File: src/ppc_pkg.sv
// Package with sizes, reset defaults and function codes for the port pin control block.
package ppc_pkg;

  // Port geometry.
  localparam int NUM_PORTS = 5;
  localparam int PINS_PER_PORT = 8;
  localparam int NUM_PINS = NUM_PORTS * PINS_PER_PORT;
  localparam int MUX_W = 3;
  localparam int PIN_W = 6;

  // Port indices within the flat pin vector, pin = port * 8 + bit.
  localparam int PORT_A = 0;
  localparam int PORT_B = 1;
  localparam int PORT_C = 2;
  localparam int PORT_D = 3;
  localparam int PORT_E = 4;

  // Function multiplexer codes.
  localparam logic [MUX_W-1:0] FUNCTION_SELECT_ZERO = 3'h0;
  localparam logic [MUX_W-1:0] FUNCTION_SELECT_SEVEN = 3'h7;

  // Per-pin reset defaults: pins A4, A5, C4, D3 are special.
  // C4 pulls down, so its select bit is clear although its pull is enabled.
  localparam logic [NUM_PINS-1:0] PULL_SELECT_RESET = 40'h00_0800_0030;
  localparam logic [NUM_PINS-1:0] PULL_ENABLE_RESET = 40'h00_0810_0030;
  localparam logic [NUM_PINS-1:0] MUX_SEVEN_RESET = 40'h00_0810_0030;

  // Passive filter exists on A5 and D3; only A5 starts enabled.
  localparam logic [NUM_PINS-1:0] FILTER_PRESENT = 40'h00_0800_0020;
  localparam logic [NUM_PINS-1:0] FILTER_RESET = 40'h00_0000_0020;

  // Drive strength exists on B4, B5, D0, D1, E0, E1; all start off.
  localparam logic [NUM_PINS-1:0] DRIVE_PRESENT = 40'h03_0300_3000;
  localparam logic [NUM_PINS-1:0] DRIVE_RESET = 40'h00_0000_0000;

  // Open drain starts off everywhere.
  localparam logic [NUM_PINS-1:0] OPEN_DRAIN_RESET = 40'h00_0000_0000;

  // Glitch filter exists on port E only.
  localparam logic [NUM_PORTS-1:0] GLITCH_PORT_PRESENT = 5'h10;
  localparam int GLITCH_LEN = 3;

  // Safety monitor input: default polarity is active low (polarity bit clear).
  localparam logic MONITOR_POLARITY_RESET = 1'b0;

endpackage

File: src/ppc_pin_filter.sv
// Synchroniser with optional digital glitch filter for one pin input.
`timescale 1ns/10ps
module ppc_pin_filter
  import ppc_pkg::*;
#(
  parameter int FILTER_LEN = GLITCH_LEN,
  parameter bit HAS_FILTER = 1'b0
) (
  // Clock and reset.
  input wire logic clock,
  input wire logic rst,
  // Pin level and filter control.
  input wire logic pin_in,
  input wire logic filter_en,
  // Cleaned level.
  output logic level_out
);

  // Refuse lengths that the four-bit counter cannot count.
  if (FILTER_LEN < 1 || FILTER_LEN > 15) begin : g_bad_len
    $error("ppc_pin_filter: FILTER_LEN out of range");
  end

  logic meta_q;
  logic sync_q;
  logic [3:0] stable_cnt_q;
  logic level_q;

  // Two flops bring the asynchronous pin into the clock domain.
  always_ff @(posedge clock) begin
    if (rst) begin
      meta_q <= 1'b1;
      sync_q <= 1'b1;
    end else begin
      meta_q <= pin_in;
      sync_q <= meta_q;
    end
  end

  // A new level is accepted only after it has held for FILTER_LEN cycles.
  always_ff @(posedge clock) begin
    if (rst) begin
      stable_cnt_q <= 4'h0;
      level_q <= 1'b1;
    end else if (!HAS_FILTER || !filter_en || sync_q == level_q) begin
      stable_cnt_q <= 4'h0;
      level_q <= sync_q;
    end else if (stable_cnt_q == 4'(FILTER_LEN - 1)) begin
      stable_cnt_q <= 4'h0;
      level_q <= sync_q;
    end else begin
      stable_cnt_q <= stable_cnt_q + 4'h1;
    end
  end

  assign level_out = level_q;

endmodule

File: src/ppc_port_control.sv
// Per-pin port control for five ports: pulls, filters, open drain, drive, mux, lock, requests.
`timescale 1ns/10ps
module ppc_port_control
  import ppc_pkg::*;
#(
  parameter int FILTER_LEN = GLITCH_LEN
) (
  // Clock and reset.
  input wire logic clock,
  input wire logic rst,
  // Configuration write port, one pin per write.
  input wire logic cfg_write,
  input wire logic [PIN_W-1:0] cfg_pin,
  input wire logic cfg_pull_select,
  input wire logic cfg_pull_enable,
  input wire logic cfg_passive_filter,
  input wire logic cfg_open_drain,
  input wire logic cfg_drive_strength,
  input wire logic [MUX_W-1:0] cfg_mux,
  input wire logic [1:0] cfg_request_mode,
  input wire logic cfg_lock,
  // Per-pin capability: pin carries I2C or UART transmit on the selected function.
  input wire logic [NUM_PINS-1:0] open_drain_capable,
  // Per-pin non-maskable interrupt function code and port E glitch filter enable.
  input wire logic [NUM_PINS-1:0] nmi_function_here,
  input wire logic [MUX_W-1:0] nmi_function_code,
  input wire logic glitch_filter_enable,
  // Pin levels from the pads.
  input wire logic [NUM_PINS-1:0] pin_in,
  // Safety monitor control and input.
  input wire logic monitor_input_polarity,
  input wire logic safety_monitor_input,
  // Request flag clear, one bit per pin.
  input wire logic [NUM_PINS-1:0] request_clear,
  // Pad controls.
  output logic [NUM_PINS-1:0] pull_select,
  output logic [NUM_PINS-1:0] pull_enable,
  output logic [NUM_PINS-1:0] passive_filter,
  output logic [NUM_PINS-1:0] open_drain,
  output logic [NUM_PINS-1:0] drive_strength,
  output logic [NUM_PINS*MUX_W-1:0] mux_select,
  output logic [NUM_PINS-1:0] lock_state,
  // Filtered input levels.
  output logic [NUM_PINS-1:0] pin_level,
  // Requests.
  output logic [NUM_PINS-1:0] request_flag,
  output logic [NUM_PORTS-1:0] port_irq,
  output logic [NUM_PORTS-1:0] port_dma,
  output logic nmi_request,
  output logic safety_monitor_fault
);

  // Request modes: off, interrupt on falling edge, interrupt on rising edge, DMA on any edge.
  // Off is the reset mode, so no pin raises a request until software asks for one.
  typedef enum logic [1:0] {
    PPC_REQ_OFF = 2'b00,
    PPC_REQ_IRQ_FALL = 2'b01,
    PPC_REQ_IRQ_RISE = 2'b10,
    PPC_REQ_DMA_EDGE = 2'b11
  } ppc_req_t;

  // Configuration registers, one bit or one field per pin.
  logic [NUM_PINS-1:0] pull_select_q;
  logic [NUM_PINS-1:0] pull_enable_q;
  logic [NUM_PINS-1:0] passive_filter_q;
  logic [NUM_PINS-1:0] open_drain_q;
  logic [NUM_PINS-1:0] drive_strength_q;
  logic [MUX_W-1:0] mux_q [NUM_PINS];
  ppc_req_t req_mode_q [NUM_PINS];
  logic [NUM_PINS-1:0] lock_q;

  // Input path and request state.
  logic [NUM_PINS-1:0] level_prev_q;
  logic [NUM_PINS-1:0] request_q;
  logic [NUM_PINS-1:0] request_is_dma;
  logic [NUM_PINS-1:0] nmi_hit;
  logic [NUM_PINS-1:0] level;

  // Safety monitor and non-maskable interrupt state.
  logic mon_meta_q;
  logic mon_sync_q;
  logic nmi_q;
  logic fault_q;

  // Refuse parameter values that the logic cannot serve.
  if (FILTER_LEN < 1 || FILTER_LEN > 15) begin : g_bad_filter_len
    $error("ppc_port_control: FILTER_LEN must lie between 1 and 15");
  end

  // Every pin must be reachable through the pin index of the write port.
  if (NUM_PINS > (1 << PIN_W)) begin : g_bad_pin_w
    $error("ppc_port_control: PIN_W is too narrow for NUM_PINS");
  end

  // The flat pin vector must hold exactly the pins of all ports.
  if (NUM_PINS != NUM_PORTS * PINS_PER_PORT) begin : g_bad_geometry
    $error("ppc_port_control: NUM_PINS does not match the port geometry");
  end

  // One genvar serves both the per-pin and the per-port loops.
  genvar gi;
  generate
    for (gi = 0; gi < NUM_PINS; gi++) begin : g_pin
      localparam bit PORT_E_PIN = GLITCH_PORT_PRESENT[gi / PINS_PER_PORT];
      logic hit;
      logic rise;
      logic fall;
      logic evt;

      // A write lands only on its own, unlocked pin; indices past the last pin match nothing.
      assign hit = cfg_write && (cfg_pin == PIN_W'(gi)) && !lock_q[gi];

      // Pull select and pull enable take their pin-specific reset values.
      // The direction bit only matters while the pull is enabled, so it is stored on every pin.
      always_ff @(posedge clock) begin
        if (rst) begin
          pull_select_q[gi] <= PULL_SELECT_RESET[gi];
          pull_enable_q[gi] <= PULL_ENABLE_RESET[gi];
        end else if (hit) begin
          pull_select_q[gi] <= cfg_pull_select;
          pull_enable_q[gi] <= cfg_pull_enable;
        end
      end

      // Passive filter bits exist only where present; elsewhere they are tied off.
      // Writes to pins without the filter are dropped, so their bit keeps its reset value of zero.
      always_ff @(posedge clock) begin
        if (rst) begin
          passive_filter_q[gi] <= FILTER_RESET[gi];
        end else if (hit && FILTER_PRESENT[gi]) begin
          passive_filter_q[gi] <= cfg_passive_filter;
        end
      end

      // The open-drain bit is stored on every pin so software may set it before changing function.
      // The output gate further down keeps it from acting unless an I2C or UART transmit function is selected.
      always_ff @(posedge clock) begin
        if (rst) begin
          open_drain_q[gi] <= OPEN_DRAIN_RESET[gi];
        end else if (hit) begin
          open_drain_q[gi] <= cfg_open_drain;
        end
      end

      // Drive strength enable, only on the six pins that carry it.
      // Elsewhere the write is dropped and the output gate ties the bit low as well.
      always_ff @(posedge clock) begin
        if (rst) begin
          drive_strength_q[gi] <= DRIVE_RESET[gi];
        end else if (hit && DRIVE_PRESENT[gi]) begin
          drive_strength_q[gi] <= cfg_drive_strength;
        end
      end

      // Function mux and request mode; a mode change does not clear a flag already raised.
      // Any code is accepted; which peripheral a code reaches is decided outside this block.
      always_ff @(posedge clock) begin
        if (rst) begin
          mux_q[gi] <= MUX_SEVEN_RESET[gi] ? FUNCTION_SELECT_SEVEN : FUNCTION_SELECT_ZERO;
          req_mode_q[gi] <= PPC_REQ_OFF;
        end else if (hit) begin
          mux_q[gi] <= cfg_mux;
          req_mode_q[gi] <= ppc_req_t'(cfg_request_mode);
        end
      end

      // Lock bit is write-once: once set, only reset clears it and freezes the pin.
      // The write that sets the lock still applies its other fields; later writes are all ignored.
      always_ff @(posedge clock) begin
        if (rst) begin
          lock_q[gi] <= 1'b0;
        end else if (hit && cfg_lock) begin
          lock_q[gi] <= 1'b1;
        end
      end

      // Input path; the glitch filter is built only for port E pins.
      // Pins of ports A to D ignore glitch_filter_enable and pay only the three-flop delay of synchroniser and level register.
      ppc_pin_filter #(
        .FILTER_LEN(FILTER_LEN),
        .HAS_FILTER(PORT_E_PIN)
      ) u_filter (
        .clock(clock),
        .rst(rst),
        .pin_in(pin_in[gi]),
        .filter_en(glitch_filter_enable),
        .level_out(level[gi])
      );

      // Edges are taken from the cleaned level, so a glitch removed on port E raises nothing.
      assign rise = level[gi] && !level_prev_q[gi];
      assign fall = !level[gi] && level_prev_q[gi];

      // Edge detection for requests.
      // The previous level resets high, matching an idle pin, so reset itself makes no edge.
      always_comb begin
        case (req_mode_q[gi])
          PPC_REQ_OFF: evt = 1'b0;
          PPC_REQ_IRQ_FALL: evt = fall;
          PPC_REQ_IRQ_RISE: evt = rise;
          PPC_REQ_DMA_EDGE: evt = rise || fall;
          default: evt = 1'b0;
        endcase
      end

      // A pin in DMA mode feeds its port's DMA line and never its interrupt line.
      assign request_is_dma[gi] = (req_mode_q[gi] == PPC_REQ_DMA_EDGE);

      // Sticky request flag; a new event wins over a clear in the same cycle.
      // Letting the event win means an edge that meets a clear is never lost.
      always_ff @(posedge clock) begin
        if (rst) begin
          level_prev_q[gi] <= 1'b1;
          request_q[gi] <= 1'b0;
        end else begin
          level_prev_q[gi] <= level[gi];
          if (evt) begin
            request_q[gi] <= 1'b1;
          end else if (request_clear[gi]) begin
            request_q[gi] <= 1'b0;
          end
        end
      end

      // Low level counts only while the pin has the non-maskable interrupt function.
      // The level is read after the synchroniser, so the request never sees a metastable value.
      assign nmi_hit[gi] = nmi_function_here[gi] && (mux_q[gi] == nmi_function_code) && !level[gi];

      // Each pin owns one MUX_W-bit field of the flat mux vector, lowest pin first.
      assign mux_select[gi*MUX_W +: MUX_W] = mux_q[gi];
    end
  endgenerate

  // Per-port request outputs, split by interrupt or DMA use.
  // Both lines are levels that stand until software clears every flag that feeds them.
  generate
    for (gi = 0; gi < NUM_PORTS; gi++) begin : g_port
      logic [PINS_PER_PORT-1:0] port_req;
      logic [PINS_PER_PORT-1:0] port_is_dma;

      // The flags and modes of this port's pins.
      assign port_req = request_q[gi*PINS_PER_PORT +: PINS_PER_PORT];
      assign port_is_dma = request_is_dma[gi*PINS_PER_PORT +: PINS_PER_PORT];

      // Each port raises an interrupt and a DMA request line of its own.
      assign port_irq[gi] = |(port_req & ~port_is_dma);
      assign port_dma[gi] = |(port_req & port_is_dma);
    end
  endgenerate

  // Non-maskable interrupt is registered so the output is glitch free.
  // The flop costs one cycle of latency, which is small beside the synchroniser delay.
  always_ff @(posedge clock) begin
    if (rst) begin
      nmi_q <= 1'b0;
    end else begin
      nmi_q <= |nmi_hit;
    end
  end

  // Safety monitor input is synchronised, then compared against the active polarity.
  // The flops reset high, the idle level of an active-low input, so with polarity clear no fault shows right after reset.
  always_ff @(posedge clock) begin
    if (rst) begin
      mon_meta_q <= 1'b1;
      mon_sync_q <= 1'b1;
    end else begin
      mon_meta_q <= safety_monitor_input;
      mon_sync_q <= mon_meta_q;
    end
  end

  // Polarity clear means a low input signals the fault; set inverts that.
  // The polarity bit comes from logic on this clock and needs no synchroniser.
  always_ff @(posedge clock) begin
    if (rst) begin
      fault_q <= 1'b0;
    end else begin
      fault_q <= (mon_sync_q == monitor_input_polarity);
    end
  end

  // Pad controls; open drain is gated by the function so a stale enable cannot leak.
  // Pull outputs come straight from their registers; software owns their meaning on every pin.
  assign pull_select = pull_select_q;
  assign pull_enable = pull_enable_q;
  assign passive_filter = passive_filter_q & FILTER_PRESENT;
  assign open_drain = open_drain_q & open_drain_capable;
  assign drive_strength = drive_strength_q & DRIVE_PRESENT;
  assign lock_state = lock_q;
  assign pin_level = level;
  assign request_flag = request_q;
  assign nmi_request = nmi_q;
  assign safety_monitor_fault = fault_q;

endmodule

File: config.mk
export PLATFORM = sky130hd
export DESIGN_NAME = ppc_port_control
export DESIGN_NICKNAME = d
export VERILOG_FILES = /design/src/ppc_pkg.sv /design/src/ppc_pin_filter.sv /design/src/ppc_port_control.sv
export SDC_FILE = /design/constraint.sdc
export NUM_CORES = 1
export LEC_CHECK = 0
export ABC_CLOCK_PERIOD_IN_PS = 4400
export BUFFER_PORTS_ARGS = -buffer_cell sky130_fd_sc_hd__clkbuf_2
export CORE_AREA = 8 8 244 246
export CTS_CLUSTER_DIAMETER = 50
export DETAILED_ROUTE_END_ITERATION = 7
export DIE_AREA = 0 0 252 254
export HOLD_SLACK_MARGIN = 0.08
export PLACE_DENSITY = 0.71
export SKIP_CTS_REPAIR_TIMING = 1
export SLEW_MARGIN = 20
export SYNTH_ARGS = -nofsm -noshare
export SYNTH_HDL_FRONTEND = slang
export SYNTH_HIERARCHICAL = 1
export SYNTH_SLANG_ARGS = --single-unit
File: constraint.sdc
create_clock -name clock -period 4.4 [get_ports clock]
set_input_delay 0.88 -clock clock [delete_from_list [all_inputs] [get_ports clock]]
set_output_delay 0.88 -clock clock [all_outputs]
set_load 0.05 [all_outputs]
==> results.json <==
{
  "avgSynthCellArea_um2": 10.6,
  "finalCritPeriodShare": 0.698,
  "synth_fa_ha_area_frac": 0.0462,
  "p_total_mw": 13.3,
  "hold_viol_final": 0,
  "via_per_inst": 5.31,
  "powerDensity_mw_per_mm2": 421,
  "finalNetCount": 3303,
  "clk_path_buf_depth": 3,
  "synthTopCellsByCount": "404 x dfxtp_1, 235 x inv_1, 232 x and2_1, 200 x edfxtp_1, 129 x nor2_1",
  "coreArea_mm2": 0.0557,
  "synth_xor_xnor_area_share": 0.0489,
  "die_x_um": 252,
  "synth_mux_area_frac": 0.0154,
  "wl_met3_um": 8090,
  "drtPass1Iterations": 5,
  "drive_above_1_share": 0.259,
  "ys_ff_latch": 604,
  "p_int_mw": 9.85,
  "drt_iter0_markers": 1613,
  "rows": 87,
  "ctsRootBufferMaster": "clkbuf_16",
  "fin_cells": 3831,
  "wl_met1_um": 35900,
  "tightest_slew_ps": 1140,
  "clock-sinks": 604,
  "ys_seq_area_frac": 0.543,
  "utilization": 0.569,
  "grt_util_all_layers": 0.284,
  "synth_area_mm2": 0.0260,
  "drv_slew": 0,
  "setup_slack_ps": 1330,
  "ir_drop_uv": 292,
  "power_leakage_nw": 13.9,
  "hold_class": "register to register",
  "dp_hpwl_um": 71800,
  "postPlaceCellArea_mm2": 0.0293,
  "num_vias": 20300,
  "dieArea_mm2": 0.0640,
  "synthSimpleGateAreaFrac": 0.185,
  "yosysTopAreaCellShare": 0.311,
  "postRouteAntennaNets": 0,
  "htree_levels": 3,
  "synth_edf_count": 200,
  "highest_layer": "met5",
  "synth_area_leader_cell": "dfxtp_1",
  "cts-buffers-inserted": 72,
  "pre_cts_slack_ps": 673,
  "cts_tree": "yes",
  "fin_area_mm2": 0.0317,
  "placed_cells": 3703,
  "yosysWarnings": 6,
  "crit_arrival_ps": 3510,
  "switching_share": 0.262,
  "synthFlopType": "dfxtp_1",
  "maxCapViolations": 0,
  "synthCells": 2450,
  "setup-violations-final": 0,
  "p_clk_frac": 0.451,
  "synth.most_common_cell": "dfxtp_1",
  "clk_latency_ps": 600,
  "wl_per_cell_um": 24.7,
  "tns_ps": 0,
  "place.gp.congestion": 0.906,
  "path_class": "input pin to register",
  "worst-path-max-fanout": 31,
  "drt_wl_total_um": 94800,
  "startpoint_type": "input pin",
  "maxSlewHeadroom": 0.241,
  "critPathRequiredTime_ps": 4840,
  "ioPinCount": 638,
  "grt_first_pass_wirelength_um": 135000,
  "drc": 0,
  "start_util": 0.466,
  "synthArstFlopShare": 0,
  "synth_cell_type_count": 47,
  "synth_top_family_by_area": "simple AND/OR/NAND/NOR gates",
  "grt_overflow": 0,
  "numPortBuffers": 565,
  "rsz0062_at_grt": "no",
  "holdWs_ps": 395,
  "fmax_mhz": 326,
  "finClkSkew_ps": 28.7,
  "min-delay-start": "g_pin[9].u_filter/meta_q$_SDFF_PP1_",
  "area_growth_syn_to_layout_pct": 22.1,
  "antenna_found_initial": 5,
  "reg2reg_from": "mux_q[1][0]$_SDFFCE_PN0P_",
  "clkTransAtPathRegs_ps": 60,
  "grt_pass1_vias": 20400,
  "met2_length_um": 46300,
  "status": "finished, final reports clean",
  "netlist_top_cells_area": "dfxtp_1 31%, edfxtp_1 23%, and2_1 5.6%",
  "period_minus_slack_ps": 3070,
  "pwr-share-seq": 0.455,
  "synth_compound_area_frac": 0.0943,
  "comb_power_share": 0.095,
  "switchingPower_mw": 3.50,
  "startpoint": "nmi_function_code[0]",
  "diodes": 0,
  "die_y_um": 254,
  "critPathCaptureType": "register",
  "grt_max_degree": 142
}
final cells by class:
cell class	instances	area, um2
Timing Repair Buffer	579	2970
Clock buffer	97	2070
Sequential cell	604	14100
Multi-Input combinational cell	1529	10400
Clock inverter	31	338
Tap cell	756	946
Inverter	235	882
Fill cell	4815	24000
cell usage in the layout, fill, tap and decap left out, types with 9 or more instances in the layout:
cell type  instances
clkbuf_2         557
dfxtp_1          404
inv_1            235
and2_1           232
edfxtp_1         200
nor2_1           129
a22o_1           118
xnor2_1          112
nand2_1          108
ha_1              96
or2_1             96
a21oi_1           85
clkbuf_16         76
conb_1            72
or2_2             58
nand4_1           51
o22ai_1           41
mux2i_1           40
nor2b_1           34
xor2_1            33
nor3_2            32
o22a_1            21
a22oi_1           20
nor3_1            19
nand3_1           18
o21ai_0           18
nand2b_1          16
buf_4             16
a31oi_1           15
clkbuf_1          12
or3_1              9
clkbuf_8           9
worst max-delay path, stage by stage:
cell	delay [ps]
buf_4	540
buf_4	390
xnor2_1	120
nand4_1	330
nand4_1	270
nor4_1	700
a41oi_1	220
sequential cells by signal, indices dropped and copies added (netlist names), 2 cells and up:
name and cells:
pull_enable 40, open_drain_q 40, lock_state 40, level_prev_q 40
drive_strength 6, g_pin.u_filter/level_out 40, g_pin.u_filter/meta_q 40, g_pin.u_filter/sync_q 40
req_mode_q 80, mux_q 120, request_flag 40, passive_filter 2
g_pin.u_filter/stable_cnt_q 32, pull_select 40
power by group through the flow:
| stage | sequential [mW] | combinational [mW] | clock (mW) |
|---|---|---|---|
| after global routing | 6.08 | 1.33 | 6.33 |
| after global placement | 6.18 | 1.24 | 0 |
| after floorplan | 6.41 | 0.625 | 0 |
| after CTS | 6.07 | 1.26 | 6.09 |
| after detailed placement | 6.19 | 1.26 | 0 |
| final | 6.07 | 1.26 | 6.02 |
layer usage:
metal / vias to the layer above / track usage
met5: - / 0
met1: 9918 / 0.333
li1: 9251 / -
met2: 947 / 0.488
met4: 4 / 0.130
met3: 205 / 0.0715
path summary, 6_finish.rpt:
check                                             end  slack [ps]  depth (start not counted)
hold / removal    g_pin[9].u_filter/sync_q$_SDFF_PP1_         390                          1
hold reg to reg   g_pin[9].u_filter/sync_q$_SDFF_PP1_         390                          1
setup reg to reg               nmi_request$_SDFF_PP0_        2140                          5
setup / recovery               nmi_request$_SDFF_PP0_        1330                          7
cell families (layout without fill, tap and decap cells):
logic type / count (synthesis) / count (layout)
other: 1 / 72
AND/OR/NAND/NOR: 833 / 833
buffers and inverters: 388 / 942
AO/OA/AOI/OAI: 343 / 343
multiplexers: 40 / 40
XOR/XNOR: 145 / 145
adder cells (fa/ha/maj): 96 / 96
flip-flops: 604 / 604
No activity file was read; power rests on OpenSTA's default activity.
